`src/pmfs_top_dummy_guard.sv`:
```
`timescale 1ns/1ps

```
`src/pmfs_store.sv`:
```
package pmfs_pkg;
    localparam int NUM_CH = 4;
    localparam int CH_W = 2;
    localparam int CNT_W = 24;
    localparam int DIV_W = 48;
    localparam int DIV_STEPS = 48;

    localparam logic [5:0] OFS_IN1 = 6'h00;
    localparam logic [5:0] OFS_IN2 = 6'h04;
    localparam logic [5:0] OFS_IN3 = 6'h08;
    localparam logic [5:0] OFS_OUT1 = 6'h0c;
    localparam logic [5:0] OFS_OUT2 = 6'h10;
    localparam logic [5:0] OFS_OUT3 = 6'h14;
    localparam logic [5:0] OFS_IRQ_STAT = 6'h18;
    localparam logic [5:0] OFS_IRQ_MASK = 6'h1c;

    localparam int CW1_SEL_LSB = 0;
    localparam int CW1_AUTO_BIT = 4;
    localparam int CW1_LOAD_K_BIT = 5;
    localparam int CW1_LOAD_M_BIT = 6;
    localparam int CW1_CLR_OVS_BIT = 7;
    localparam int CW1_CLR_CNT_BIT = 8;
    localparam int CW1_LOAD_CH_LSB = 12;
    localparam int CW2_VIEW_LSB = 0;
    localparam int IN3_VALID_LSB = 0;
    localparam int IN3_OVS_LSB = 4;
    localparam int IN3_CH_LSB = 8;
    localparam int IRQ_OVS_LSB = 0;
    localparam int IRQ_NEW_BIT = 4;
    localparam int IRQ_W = 5;

    localparam logic [15:0] REG_RST = 16'h0000;
    localparam logic [IRQ_W-1:0] IRQ_RST = 5'h00;
    localparam logic [15:0] K_DEFAULT = 16'h0001;
    localparam logic [15:0] M_UNITY = 16'h2710;

    localparam int CLK_MHZ = 250;
    localparam int STEP_TIME_MS = 500;
    localparam int STEP_CYCLES = STEP_TIME_MS * CLK_MHZ * 1000;
    localparam int MIN_GAP_NS = 100000;
    localparam int MIN_GAP_CYCLES = (MIN_GAP_NS * CLK_MHZ + 999) / 1000;

    typedef enum logic [1:0] {
        VIEW_DATA = 2'b00,
        VIEW_K = 2'b01,
        VIEW_M = 2'b10,
        VIEW_C = 2'b11
    } pmfs_view_t;

    typedef enum logic [2:0] {
        ST_RDK = 3'b000,
        ST_RDM = 3'b001,
        ST_MUL = 3'b010,
        ST_DIVC = 3'b011,
        ST_DIVD = 3'b100
    } pmfs_state_t;
endpackage : pmfs_pkg

`timescale 1ns/1ps
module pmfs_store #(
    parameter int W = 16,
    parameter int AW = 3
) (
    input wire logic clk_i,
    input wire logic reset_i,
    input wire logic wr_en_i,
    input wire logic [AW-1:0] wr_addr_i,
    input wire logic [W-1:0] wr_data_i,
    input wire logic [AW-1:0] rd_addr_i,
    output logic [W-1:0] rd_data_o
);
    logic [W-1:0] mem [2**AW];
    logic [W-1:0] rd_next;

    always_comb
    begin
        rd_next = mem[rd_addr_i];
    end

    // contents are not reset; the owner keeps per-entry loaded flags
    always_ff @(posedge clk_i)
    begin
        if (wr_en_i)
        begin
            mem[wr_addr_i] <= wr_data_i;
        end
        if (reset_i)
        begin
            rd_data_o <= '0;
        end
        else
        begin
            rd_data_o <= rd_next;
        end
    end
endmodule : pmfs_store

```
`src/pmfs_top.sv`:
```
`timescale 1ns/1ps
// Notes on behaviour
// - K factor per channel, 1 to 65535
// - meter factor has four implied decimals
// - unloaded meter factor defaults to 10000
// - C factor equals K times M over 10000
// - control word 2 selects viewed factor
// - auto scan steps channel every half second
// - four data-valid bits in input register 3
// - control word 1 bits pick manual channel
// - overspeed bits flag possibly inaccurate data
// - six 16-bit registers, three each way
module pmfs_top
    import pmfs_pkg::*;
#(
    parameter int STEP_CYC = STEP_CYCLES,
    parameter int GAP_CYC = MIN_GAP_CYCLES,
    parameter int CNT_WIDTH = CNT_W
) (
    input wire logic clk_i,
    input wire logic reset_i,
    input wire logic [5:0] avs_address_i,
    input wire logic avs_read_i,
    input wire logic avs_write_i,
    input wire logic [31:0] avs_writedata_i,
    input wire logic [3:0] avs_byteenable_i,
    output logic [31:0] avs_readdata_o,
    output logic avs_waitrequest_o,
    input wire logic [NUM_CH-1:0] pulse_i,
    output logic irq_o
);
    function automatic logic [15:0] sat16(input logic [DIV_W-1:0] v);
        sat16 = (|v[DIV_W-1:16]) ? 16'hffff : v[15:0];
    endfunction : sat16

    function automatic logic [15:0] merge16(input logic [15:0] old, input logic [31:0] wd, input logic [3:0] be);
        merge16 = {be[1] ? wd[15:8] : old[15:8], be[0] ? wd[7:0] : old[7:0]};
    endfunction : merge16

    // pulse pins are asynchronous: two flops, then edge detect on the second
    logic [NUM_CH-1:0] p_meta_reg, p_sync_reg, p_prev_reg;
    logic [NUM_CH-1:0] p_edge;

    always_ff @(posedge clk_i)
    begin
        if (reset_i)
        begin
            p_meta_reg <= '0;
            p_sync_reg <= '0;
            p_prev_reg <= '0;
        end
        else
        begin
            p_meta_reg <= pulse_i;
            p_sync_reg <= p_meta_reg;
            p_prev_reg <= p_sync_reg;
        end
    end

    always_comb
    begin
        p_edge = p_sync_reg & ~p_prev_reg;
    end

    // bus slave state
    logic wait_reg, wait_next;
    logic [31:0] rdata_reg, rdata_next;
    logic [15:0] out1_reg, out1_next, cw1_reg, cw1_next, cw2_reg, cw2_next;
    logic [IRQ_W-1:0] istat_reg, istat_next, imask_reg, imask_next;
    logic irq_reg, irq_next;
    logic wr_hit, ld_k, ld_m, clr_ovs, clr_cnt;
    logic [CH_W-1:0] ld_ch;
    logic [15:0] in1_val, in3_val;
    logic [IRQ_W-1:0] irq_evt;

    // channel and sequencing state
    logic [CH_W-1:0] ch_reg, ch_next;
    logic [31:0] tick_reg, tick_next;
    logic [NUM_CH-1:0] k_set_reg, k_set_next, m_set_reg, m_set_next;
    logic auto_en, step, restart;

    // compute state
    pmfs_state_t st_reg, st_next;
    logic [15:0] k_reg, k_next, m_reg, m_next, disp_reg, disp_next;
    logic [31:0] km_reg, km_next, c_reg, c_next;
    logic [DIV_W-1:0] num_reg, num_next;
    logic [31:0] den_reg, den_next;
    logic [32:0] rem_reg, rem_next, rem_sh;
    logic [5:0] dcnt_reg, dcnt_next;
    logic [CNT_WIDTH-1:0] snap_reg, snap_next, cur_cnt;
    logic [NUM_CH-1:0] valid_reg, valid_next;
    logic div_ge, new_evt;
    logic [DIV_W-1:0] q_next;
    logic [CH_W:0] mem_rd_addr;
    logic [15:0] mem_rd_data;

    logic [NUM_CH-1:0] ovs_evt, ovs_vec;
    logic [NUM_CH*CNT_WIDTH-1:0] cnt_flat;

    always_comb
    begin
        wr_hit = avs_write_i & ~wait_reg;
        cw1_next = cw1_reg;
        out1_next = out1_reg;
        cw2_next = cw2_reg;
        imask_next = imask_reg;
        if (wr_hit && avs_address_i == OFS_OUT1)
        begin
            out1_next = merge16(out1_reg, avs_writedata_i, avs_byteenable_i);
        end
        if (wr_hit && avs_address_i == OFS_OUT2)
        begin
            cw1_next = merge16(cw1_reg, avs_writedata_i, avs_byteenable_i);
        end
        if (wr_hit && avs_address_i == OFS_OUT3)
        begin
            cw2_next = merge16(cw2_reg, avs_writedata_i, avs_byteenable_i);
        end
        if (wr_hit && avs_address_i == OFS_IRQ_MASK && avs_byteenable_i[0])
        begin
            imask_next = avs_writedata_i[IRQ_W-1:0];
        end
        // load and clear bits act only in the write that carries them
        ld_ch = cw1_next[CW1_LOAD_CH_LSB +: CH_W];
        ld_k = wr_hit && avs_address_i == OFS_OUT2 && avs_byteenable_i[0] && avs_writedata_i[CW1_LOAD_K_BIT]
            && out1_reg != 16'h0000;
        // a zero meter factor would divide by zero, so it is refused; K wins if both loads coincide
        ld_m = wr_hit && avs_address_i == OFS_OUT2 && avs_byteenable_i[0] && avs_writedata_i[CW1_LOAD_M_BIT]
            && out1_reg != 16'h0000 && !ld_k;
        clr_ovs = wr_hit && avs_address_i == OFS_OUT2 && avs_byteenable_i[0] && avs_writedata_i[CW1_CLR_OVS_BIT];
        clr_cnt = wr_hit && avs_address_i == OFS_OUT2 && avs_byteenable_i[1] && avs_writedata_i[CW1_CLR_CNT_BIT];
        k_set_next = k_set_reg;
        m_set_next = m_set_reg;
        if (ld_k)
        begin
            k_set_next[ld_ch] = 1'b1;
        end
        if (ld_m)
        begin
            m_set_next[ld_ch] = 1'b1;
        end
    end

    always_comb
    begin
        case (pmfs_view_t'(cw2_reg[CW2_VIEW_LSB +: 2]))
            VIEW_DATA: in1_val = disp_reg;
            VIEW_K: in1_val = k_reg;
            VIEW_M: in1_val = m_reg;
            VIEW_C: in1_val = sat16({16'h0000, c_reg});
            default: in1_val = disp_reg;
        endcase
        in3_val = REG_RST;
        in3_val[IN3_VALID_LSB +: NUM_CH] = valid_reg;
        in3_val[IN3_OVS_LSB +: NUM_CH] = ovs_vec;
        in3_val[IN3_CH_LSB +: CH_W] = ch_reg;
        // answer one cycle after the request rises, data registered for that cycle
        wait_next = ~((avs_read_i | avs_write_i) & wait_reg);
        rdata_next = rdata_reg;
        if (avs_read_i && wait_reg)
        begin
            case (avs_address_i)
                OFS_IN1: rdata_next = {16'h0000, in1_val};
                OFS_IN2: rdata_next = {16'h0000, cur_cnt[15:0]};
                OFS_IN3: rdata_next = {16'h0000, in3_val};
                OFS_OUT1: rdata_next = {16'h0000, out1_reg};
                OFS_OUT2: rdata_next = {16'h0000, cw1_reg};
                OFS_OUT3: rdata_next = {16'h0000, cw2_reg};
                OFS_IRQ_STAT: rdata_next = {27'h0000000, istat_reg};
                OFS_IRQ_MASK: rdata_next = {27'h0000000, imask_reg};
                default: rdata_next = 32'h00000000;
            endcase
        end
        irq_evt = IRQ_RST;
        irq_evt[IRQ_OVS_LSB +: NUM_CH] = ovs_evt;
        irq_evt[IRQ_NEW_BIT] = new_evt;
        istat_next = istat_reg;
        if (wr_hit && avs_address_i == OFS_IRQ_STAT && avs_byteenable_i[0])
        begin
            istat_next = istat_reg & ~avs_writedata_i[IRQ_W-1:0];
        end
        // a new event wins over a clear in the same cycle
        istat_next = istat_next | irq_evt;
        irq_next = |(istat_next & imask_next);
    end

    always_ff @(posedge clk_i)
    begin
        if (reset_i)
        begin
            wait_reg <= 1'b1;
            rdata_reg <= 32'h00000000;
            out1_reg <= REG_RST;
            cw1_reg <= REG_RST;
            cw2_reg <= REG_RST;
            istat_reg <= IRQ_RST;
            imask_reg <= IRQ_RST;
            irq_reg <= 1'b0;
            k_set_reg <= '0;
            m_set_reg <= '0;
        end
        else
        begin
            wait_reg <= wait_next;
            rdata_reg <= rdata_next;
            out1_reg <= out1_next;
            cw1_reg <= cw1_next;
            cw2_reg <= cw2_next;
            istat_reg <= istat_next;
            imask_reg <= imask_next;
            irq_reg <= irq_next;
            k_set_reg <= k_set_next;
            m_set_reg <= m_set_next;
        end
    end

    assign avs_waitrequest_o = wait_reg;
    assign avs_readdata_o = rdata_reg;
    assign irq_o = irq_reg;

    genvar gi;
    generate
        for (gi = 0; gi < NUM_CH; gi++)
        begin : g_ch
            logic [CNT_WIDTH-1:0] cnt_reg, cnt_next;
            logic [31:0] gap_reg, gap_next;
            logic ovs_reg, ovs_next, evt;

            always_comb
            begin
                // a pulse edge in the clearing cycle is kept as the first count
                cnt_next = clr_cnt ? '0 : cnt_reg;
                if (p_edge[gi] && cnt_next != {CNT_WIDTH{1'b1}})
                begin
                    cnt_next = cnt_next + 1'b1;
                end
                gap_next = p_edge[gi] ? 32'h00000000 : (gap_reg == 32'(GAP_CYC)) ? gap_reg : gap_reg + 32'h1;
                evt = p_edge[gi] && gap_reg < 32'(GAP_CYC - 1);
                ovs_next = evt | (ovs_reg & ~clr_ovs);
            end

            always_ff @(posedge clk_i)
            begin
                if (reset_i)
                begin
                    cnt_reg <= '0;
                    gap_reg <= 32'(GAP_CYC);
                    ovs_reg <= 1'b0;
                end
                else
                begin
                    cnt_reg <= cnt_next;
                    gap_reg <= gap_next;
                    ovs_reg <= ovs_next;
                end
            end

            assign ovs_evt[gi] = evt;
            assign ovs_vec[gi] = ovs_reg;
            assign cnt_flat[gi*CNT_WIDTH +: CNT_WIDTH] = cnt_reg;
        end
    endgenerate

    always_comb
    begin
        auto_en = cw1_reg[CW1_AUTO_BIT];
        step = 1'b0;
        tick_next = 32'h00000000;
        ch_next = ch_reg;
        if (auto_en)
        begin
            if (tick_reg == 32'(STEP_CYC - 1))
            begin
                step = 1'b1;
            end
            else
            begin
                tick_next = tick_reg + 32'h1;
            end
            ch_next = step ? ch_reg + 1'b1 : ch_reg;
        end
        else
        begin
            // lowest set select bit wins; none set keeps the current channel
            for (int i = NUM_CH - 1; i >= 0; i--)
            begin
                if (cw1_reg[CW1_SEL_LSB + i])
                begin
                    ch_next = CH_W'(i);
                end
            end
        end
        restart = (ch_next != ch_reg) | ld_k | ld_m;
    end

    always_ff @(posedge clk_i)
    begin
        if (reset_i)
        begin
            ch_reg <= '0;
            tick_reg <= 32'h00000000;
        end
        else
        begin
            ch_reg <= ch_next;
            tick_reg <= tick_next;
        end
    end

    pmfs_store #(.W(16), .AW(CH_W + 1)) u_store (
        .clk_i(clk_i),
        .reset_i(reset_i),
        .wr_en_i(ld_k | ld_m),
        .wr_addr_i({ld_m, ld_ch}),
        .wr_data_i(out1_reg),
        .rd_addr_i(mem_rd_addr),
        .rd_data_o(mem_rd_data)
    );

    always_comb
    begin
        cur_cnt = cnt_flat[ch_reg*CNT_WIDTH +: CNT_WIDTH];
        st_next = st_reg;
        k_next = k_reg;
        m_next = m_reg;
        km_next = km_reg;
        c_next = c_reg;
        disp_next = disp_reg;
        num_next = num_reg;
        den_next = den_reg;
        rem_next = rem_reg;
        dcnt_next = dcnt_reg;
        snap_next = snap_reg;
        valid_next = valid_reg;
        new_evt = 1'b0;
        mem_rd_addr = {1'b0, ch_reg};
        // one restoring step of the shared serial divider
        rem_sh = {rem_reg[31:0], num_reg[DIV_W-1]};
        div_ge = rem_sh >= {1'b0, den_reg};
        q_next = {num_reg[DIV_W-2:0], div_ge};
        case (st_reg)
            ST_RDK:
            begin
                st_next = ST_RDM;
            end
            ST_RDM:
            begin
                mem_rd_addr = {1'b1, ch_reg};
                k_next = k_set_reg[ch_reg] ? mem_rd_data : K_DEFAULT;
                st_next = ST_MUL;
            end
            ST_MUL:
            begin
                m_next = m_set_reg[ch_reg] ? mem_rd_data : M_UNITY;
                km_next = 32'(k_reg) * 32'(m_next);
                num_next = {16'h0000, km_next};
                den_next = {16'h0000, M_UNITY};
                rem_next = '0;
                dcnt_next = '0;
                st_next = ST_DIVC;
            end
            ST_DIVC, ST_DIVD:
            begin
                rem_next = div_ge ? rem_sh - {1'b0, den_reg} : rem_sh;
                num_next = q_next;
                dcnt_next = dcnt_reg + 6'h01;
                if (dcnt_reg == 6'(DIV_STEPS - 1))
                begin
                    rem_next = '0;
                    dcnt_next = '0;
                    if (st_reg == ST_DIVC)
                    begin
                        c_next = q_next[31:0];
                        // full precision: pulses*10000/(K*M) keeps fractional C exact
                        snap_next = cur_cnt;
                        num_next = DIV_W'(cur_cnt) * DIV_W'(M_UNITY);
                        den_next = km_reg;
                        st_next = ST_DIVD;
                    end
                    else
                    begin
                        disp_next = sat16(q_next);
                        valid_next = NUM_CH'(1) << ch_reg;
                        new_evt = 1'b1;
                        st_next = ST_RDK;
                    end
                end
            end
            default:
            begin
                st_next = ST_RDK;
            end
        endcase
        if (restart)
        begin
            st_next = ST_RDK;
            valid_next = '0;
        end
    end

    always_ff @(posedge clk_i)
    begin
        if (reset_i)
        begin
            st_reg <= ST_RDK;
            k_reg <= K_DEFAULT;
            m_reg <= M_UNITY;
            km_reg <= 32'h00000000;
            c_reg <= 32'h00000000;
            disp_reg <= REG_RST;
            num_reg <= '0;
            den_reg <= 32'h00000000;
            rem_reg <= '0;
            dcnt_reg <= 6'h00;
            snap_reg <= '0;
            valid_reg <= '0;
        end
        else
        begin
            st_reg <= st_next;
            k_reg <= k_next;
            m_reg <= m_next;
            km_reg <= km_next;
            c_reg <= c_next;
            disp_reg <= disp_next;
            num_reg <= num_next;
            den_reg <= den_next;
            rem_reg <= rem_next;
            dcnt_reg <= dcnt_next;
            snap_reg <= snap_next;
            valid_reg <= valid_next;
        end
    end
endmodule : pmfs_top

```
`config.mk`:
```
export PLATFORM = sky130hd
export DESIGN_NAME = pmfs_top
export DESIGN_NICKNAME = d
export VERILOG_FILES = /design/src/pmfs_top_dummy_guard.sv /design/src/pmfs_store.sv /design/src/pmfs_top.sv
export SDC_FILE = /design/constraint.sdc
export NUM_CORES = 2
export LEC_CHECK = 0
export ABC_AREA = 0
export BUFFER_PORTS_ARGS = -buffer_cell sky130_fd_sc_hd__buf_2
export CORE_ASPECT_RATIO = 1.4
export CORE_MARGIN = 5
export CORE_UTILIZATION = 55
export DETAILED_ROUTE_END_ITERATION = 8
export PLACE_DENSITY = 0.83
export SLEW_MARGIN = 20
export SYNTH_ARGS = -nofsm -noshare
export SYNTH_HDL_FRONTEND = slang
export SYNTH_SLANG_ARGS = --single-unit
```
`constraint.sdc`:
```
create_clock -name clk_i -period 9.45 [get_ports clk_i]
set_input_delay 1.4175 -clock clk_i [delete_from_list [all_inputs] [get_ports clk_i]]
set_output_delay 1.4175 -clock clk_i [all_outputs]
set_load 0.02 [all_outputs]
```
==> impl_results.md <==
- CP required: 9.95 ns
- Largest area contributor in the netlist: dfxtp_1
- Die ar.: 88,640 um2
- Ys async rst share: 0%
- Pwr/cell area: 176.5 nW/um2
- Area share of the largest cell type after synthesis: 26.89%
- Most frequent cells in the layout: nand2_1 (624), dfxtp_1 (608), inv_1 (500)
- Place WS: 1.635 ns
- Dpl cells: 5,969
- Layout area overhead: 7.737%
- Status: completed
- HPWL after DPL: 84,370 um
- Fin nets: 5,524
- Final setup violation count: 0
- Rows: 124
- Top_reg_cell synth: dfxtp_1
- Largest net degree at the start of global routing: 84
- Sw power: 2721 uW
- GP Congestion: 0.9470
- Non-Filler Instances: 6,108
- Vias: 36,790
- Hold Path Sink: p_sync_reg[3]
- Logic pwr share: 27.2%
- Worst path arrival time: 8.41 ns
- Post-synth EDFFs: 128
- Clock Tree Root: clkbuf_16
- Int Pwr: 5929 uW
- Core Util, Final: 59.83%
- CP Class: reg -> reg
- Post-synthesis compound-gate area fraction: 10.83%
- Mapped cell area: 45,490 um2
- Core Box Area: 81,920 um2
- GRT Residual Overflow: 0
- Clock Sinks: 739
- Clock latency at the later pin of the worst-skew pair: 0.64 ns
- Min-Delay Path Depth: 1
- RSZ-0062 raised after global routing: false
- Hold Crit Start: p_meta_reg[3]
- Max cap viols: 0
- Worst vdd ir: 318.6 uV
- F_max: 126.3 MHz
- Pleak: 0.02052 uW
- Worst Setup Start Kind: flip-flop
- Layout filler cell count: 6,595
- Min setup slack post-route: 1.535 ns
- Area of placed instances: 46,570 um2
- Die span in x: 253.1 um
- Post-synthesis mux area share: 5.132%
- # IOs: 84
- CTS tree: done
- First-pass GRT wire length: 192,800 um
- Setup Skew: 0.04400 ns
- Rel. slew slack: 28.06%
- Overall Global Routing Usage: 26.63%
- CP most frequent cell: fa_1
- Worst reg2reg setup slack: 1.54 ns
- Max clock buf depth: 3
- Post-Route WL: 119,400 um
- H-Tree Depth: 3
- Share of the yosys chip area belonging to registers: 35.34%
- First-pass DRT Iterations: 8
- Minimum clock period: 7.915 ns
- Synthesized instance count: 5,040
- Yosys cell types: 84
- Layout cell share with drive strength beyond 1: 6.660%
- Port Buffers: 49
- FF-to-FF path depth: 23
- Post-Synth Simple-Gate Area: 18.83%
- Crit-path max FO: 47
- Die height: 350.3 um
- Seq pwr share: 38.8%
- Initial antenna violation count: 9
- Final Hold Violating Endpoints: 0
- Post-Route Setup TNS: 0 ns
- Crit-path slowest cell: mux4_2
- Final Cell Area: 49,010 um2
- DR vias/cell: 6.023
- Vias in the first global route: 37,620
- Final Max Slew Viols: 0
- Iter 0 DRT Violations: 3,279
- Worst Tran Pin Value: 1.078 ns
- Most common cell after layout, fill and taps aside: nand2_1
- Period utilization: 83.75%
- XOR/XNOR share of the synthesized area: 5.427%
- DRC viols: 0
- Max incr delay on CP: 0.87 ns
- Worst Setup End Kind: flip-flop
- Area occupied by multi-input gates: 26,640 um2
- Net Sw Frac: 31.46%
- Synth Area in Adders: 18.00%
- Post-CTS Setup Inserts: 0
- Register bit total from synthesis: 739
- Synth top area cells: dfxtp_1 (27%), fa_1 (11%), edfxtp_1 (8.4%)
- Crit-path cells: mux4_2 -> buf_4 -> and2_1 -> nand2_1 -> fa_1 -> fa_1 -> inv_1 -> fa_1 -> fa_1 -> fa_1 -> inv_1 -> fa_1 -> inv_1 -> ha_1 -> a21o_1 -> nand2_1 -> nand2b_1 -> inv_1 -> a21oi_1 -> o21a_1 -> o41ai_1 -> mux2i_1 -> a21oi_1
- WL/cell: 19.55 um
- CTS Hold Bufs: 0
- Num CTS Buffers: 72
- Sequential Area: 16,080 um2
- Warnings, synthesis: 0
- Worst r2r src: ch_reg[0]
- Largest family of logic cells by synthesized area: simple AND/OR/NAND/NOR gates
- Initial core utilization: 55.53%
- Resize count post-CTS: 0
- Tightest Hold Check Type: reg -> reg
- Syn_area_per_cell: 9.026 um2
- Clk pwr share: 33.9%
- Capturing point of the worst reg2reg path: km_reg[28]
- Final ANT Viol Nets: 0
- Reg clk slew, reported paths: 0.06 ns
==> cell type report <==
class | count | share of cell area [%]
Antenna cell | 7 | 0.03574
Clock buffer | 99 | 4.179
Clock inverter | 33 | 0.7531
Inverter | 501 | 3.837
Multi-Input combinational cell | 3559 | 54.36
Sequential cell | 739 | 32.81
Tap cell | 1071 | 2.734
Timing Repair Buffer | 99 | 1.287
==> worst max path at each step <==
stage / slack (ns) / endpoint / cells past startpoint / startpoint
3_3_place_gp: 1.74 / km_reg[28] / 23 / ch_reg[0]
6_report: 1.54 / km_reg[28] / 23 / ch_reg[0]
3_5_place_dp: 1.64 / km_reg[28] / 22 / ch_reg[0]
5_1_grt: 1.19 / km_reg[27] / 23 / ch_reg[0]
4_1_cts: 1.62 / km_reg[28] / 22 / ch_reg[0]
2_1_floorplan: 2.51 / km_reg[28] / 25 / ch_reg[0]
==> routing by layer <==
metal  global-route usage, %  vias up  part of all wire (%)
li1                        -    17010                     -
met1                   30.14    17810                    36
met2                   46.67     1488                    50
met3                   4.315      474                   7.2
met4                   16.87        4                   7.0
met5                       0        -                 0.018
==> synth_stat cells, types with 11 or more instances <==
cell,n
inv_1,500
a22oi_1,26
nor2b_1,34
and4_1,24
o21a_1,15
nand2_1,625
a222oi_1,15
a32oi_1,11
nand4_1,74
nor3_1,48
nor4_1,39
nor2_1,448
o221a_2,15
fa_1,254
a21o_1,40
buf_4,16
and3_1,141
ha_1,248
o21ai_0,143
nor4b_1,12
nand2b_1,30
xor2_1,179
a211oi_1,28
mux4_2,58
and2_1,76
mux2i_1,96
or3_1,45
dfxtp_1,611
clkbuf_1,208
nand3_1,174
buf_1,19
a21oi_1,329
a31oi_1,26
edfxtp_1,128
buf_2,11
a221oi_1,25
or4_1,11
o221ai_1,22
xnor2_1,101
==> cell families (layout without fill, tap and decap cells) <==
family,after synthesis,count (layout)
fa+ha+maj,502,502
mux,160,160
compound gates,786,786
xor+xnor,281,281
flops,739,739
simple gates,1814,1814
other cells,1,23
buf+inv,757,732
==> power groups by stage <==
stage	Clock, uW	Sequential [uW]	Combinational (uW)
global route	3100	3370	2580
detailed placement	0	3430	2310
CTS	2960	3360	2330
floorplan	0	3400	1860
global placement	0	3420	2250
finish	2940	3360	2350
==> critical path, delay by kind of cell (launching register included) <==
family	cells	cell delay, ns
fa+ha+maj	7	3.69
mux	2	1.32
compound gates	5	1.02
simple gates	4	0.71
buf+inv	5	0.63
flops	1	0.34
==> through the flow <==
stage | hold slack, ns | power (uW)
after global placement | 0.4240 | 5676
after CTS | 0.4400 | 8655
after floorplan | 0.4138 | 5257
after global routing | 0.4568 | 9045
after detailed placement | 0.4254 | 5737
final | 0.4406 | 8649
No activity file was read; power rests on OpenSTA's default activity.
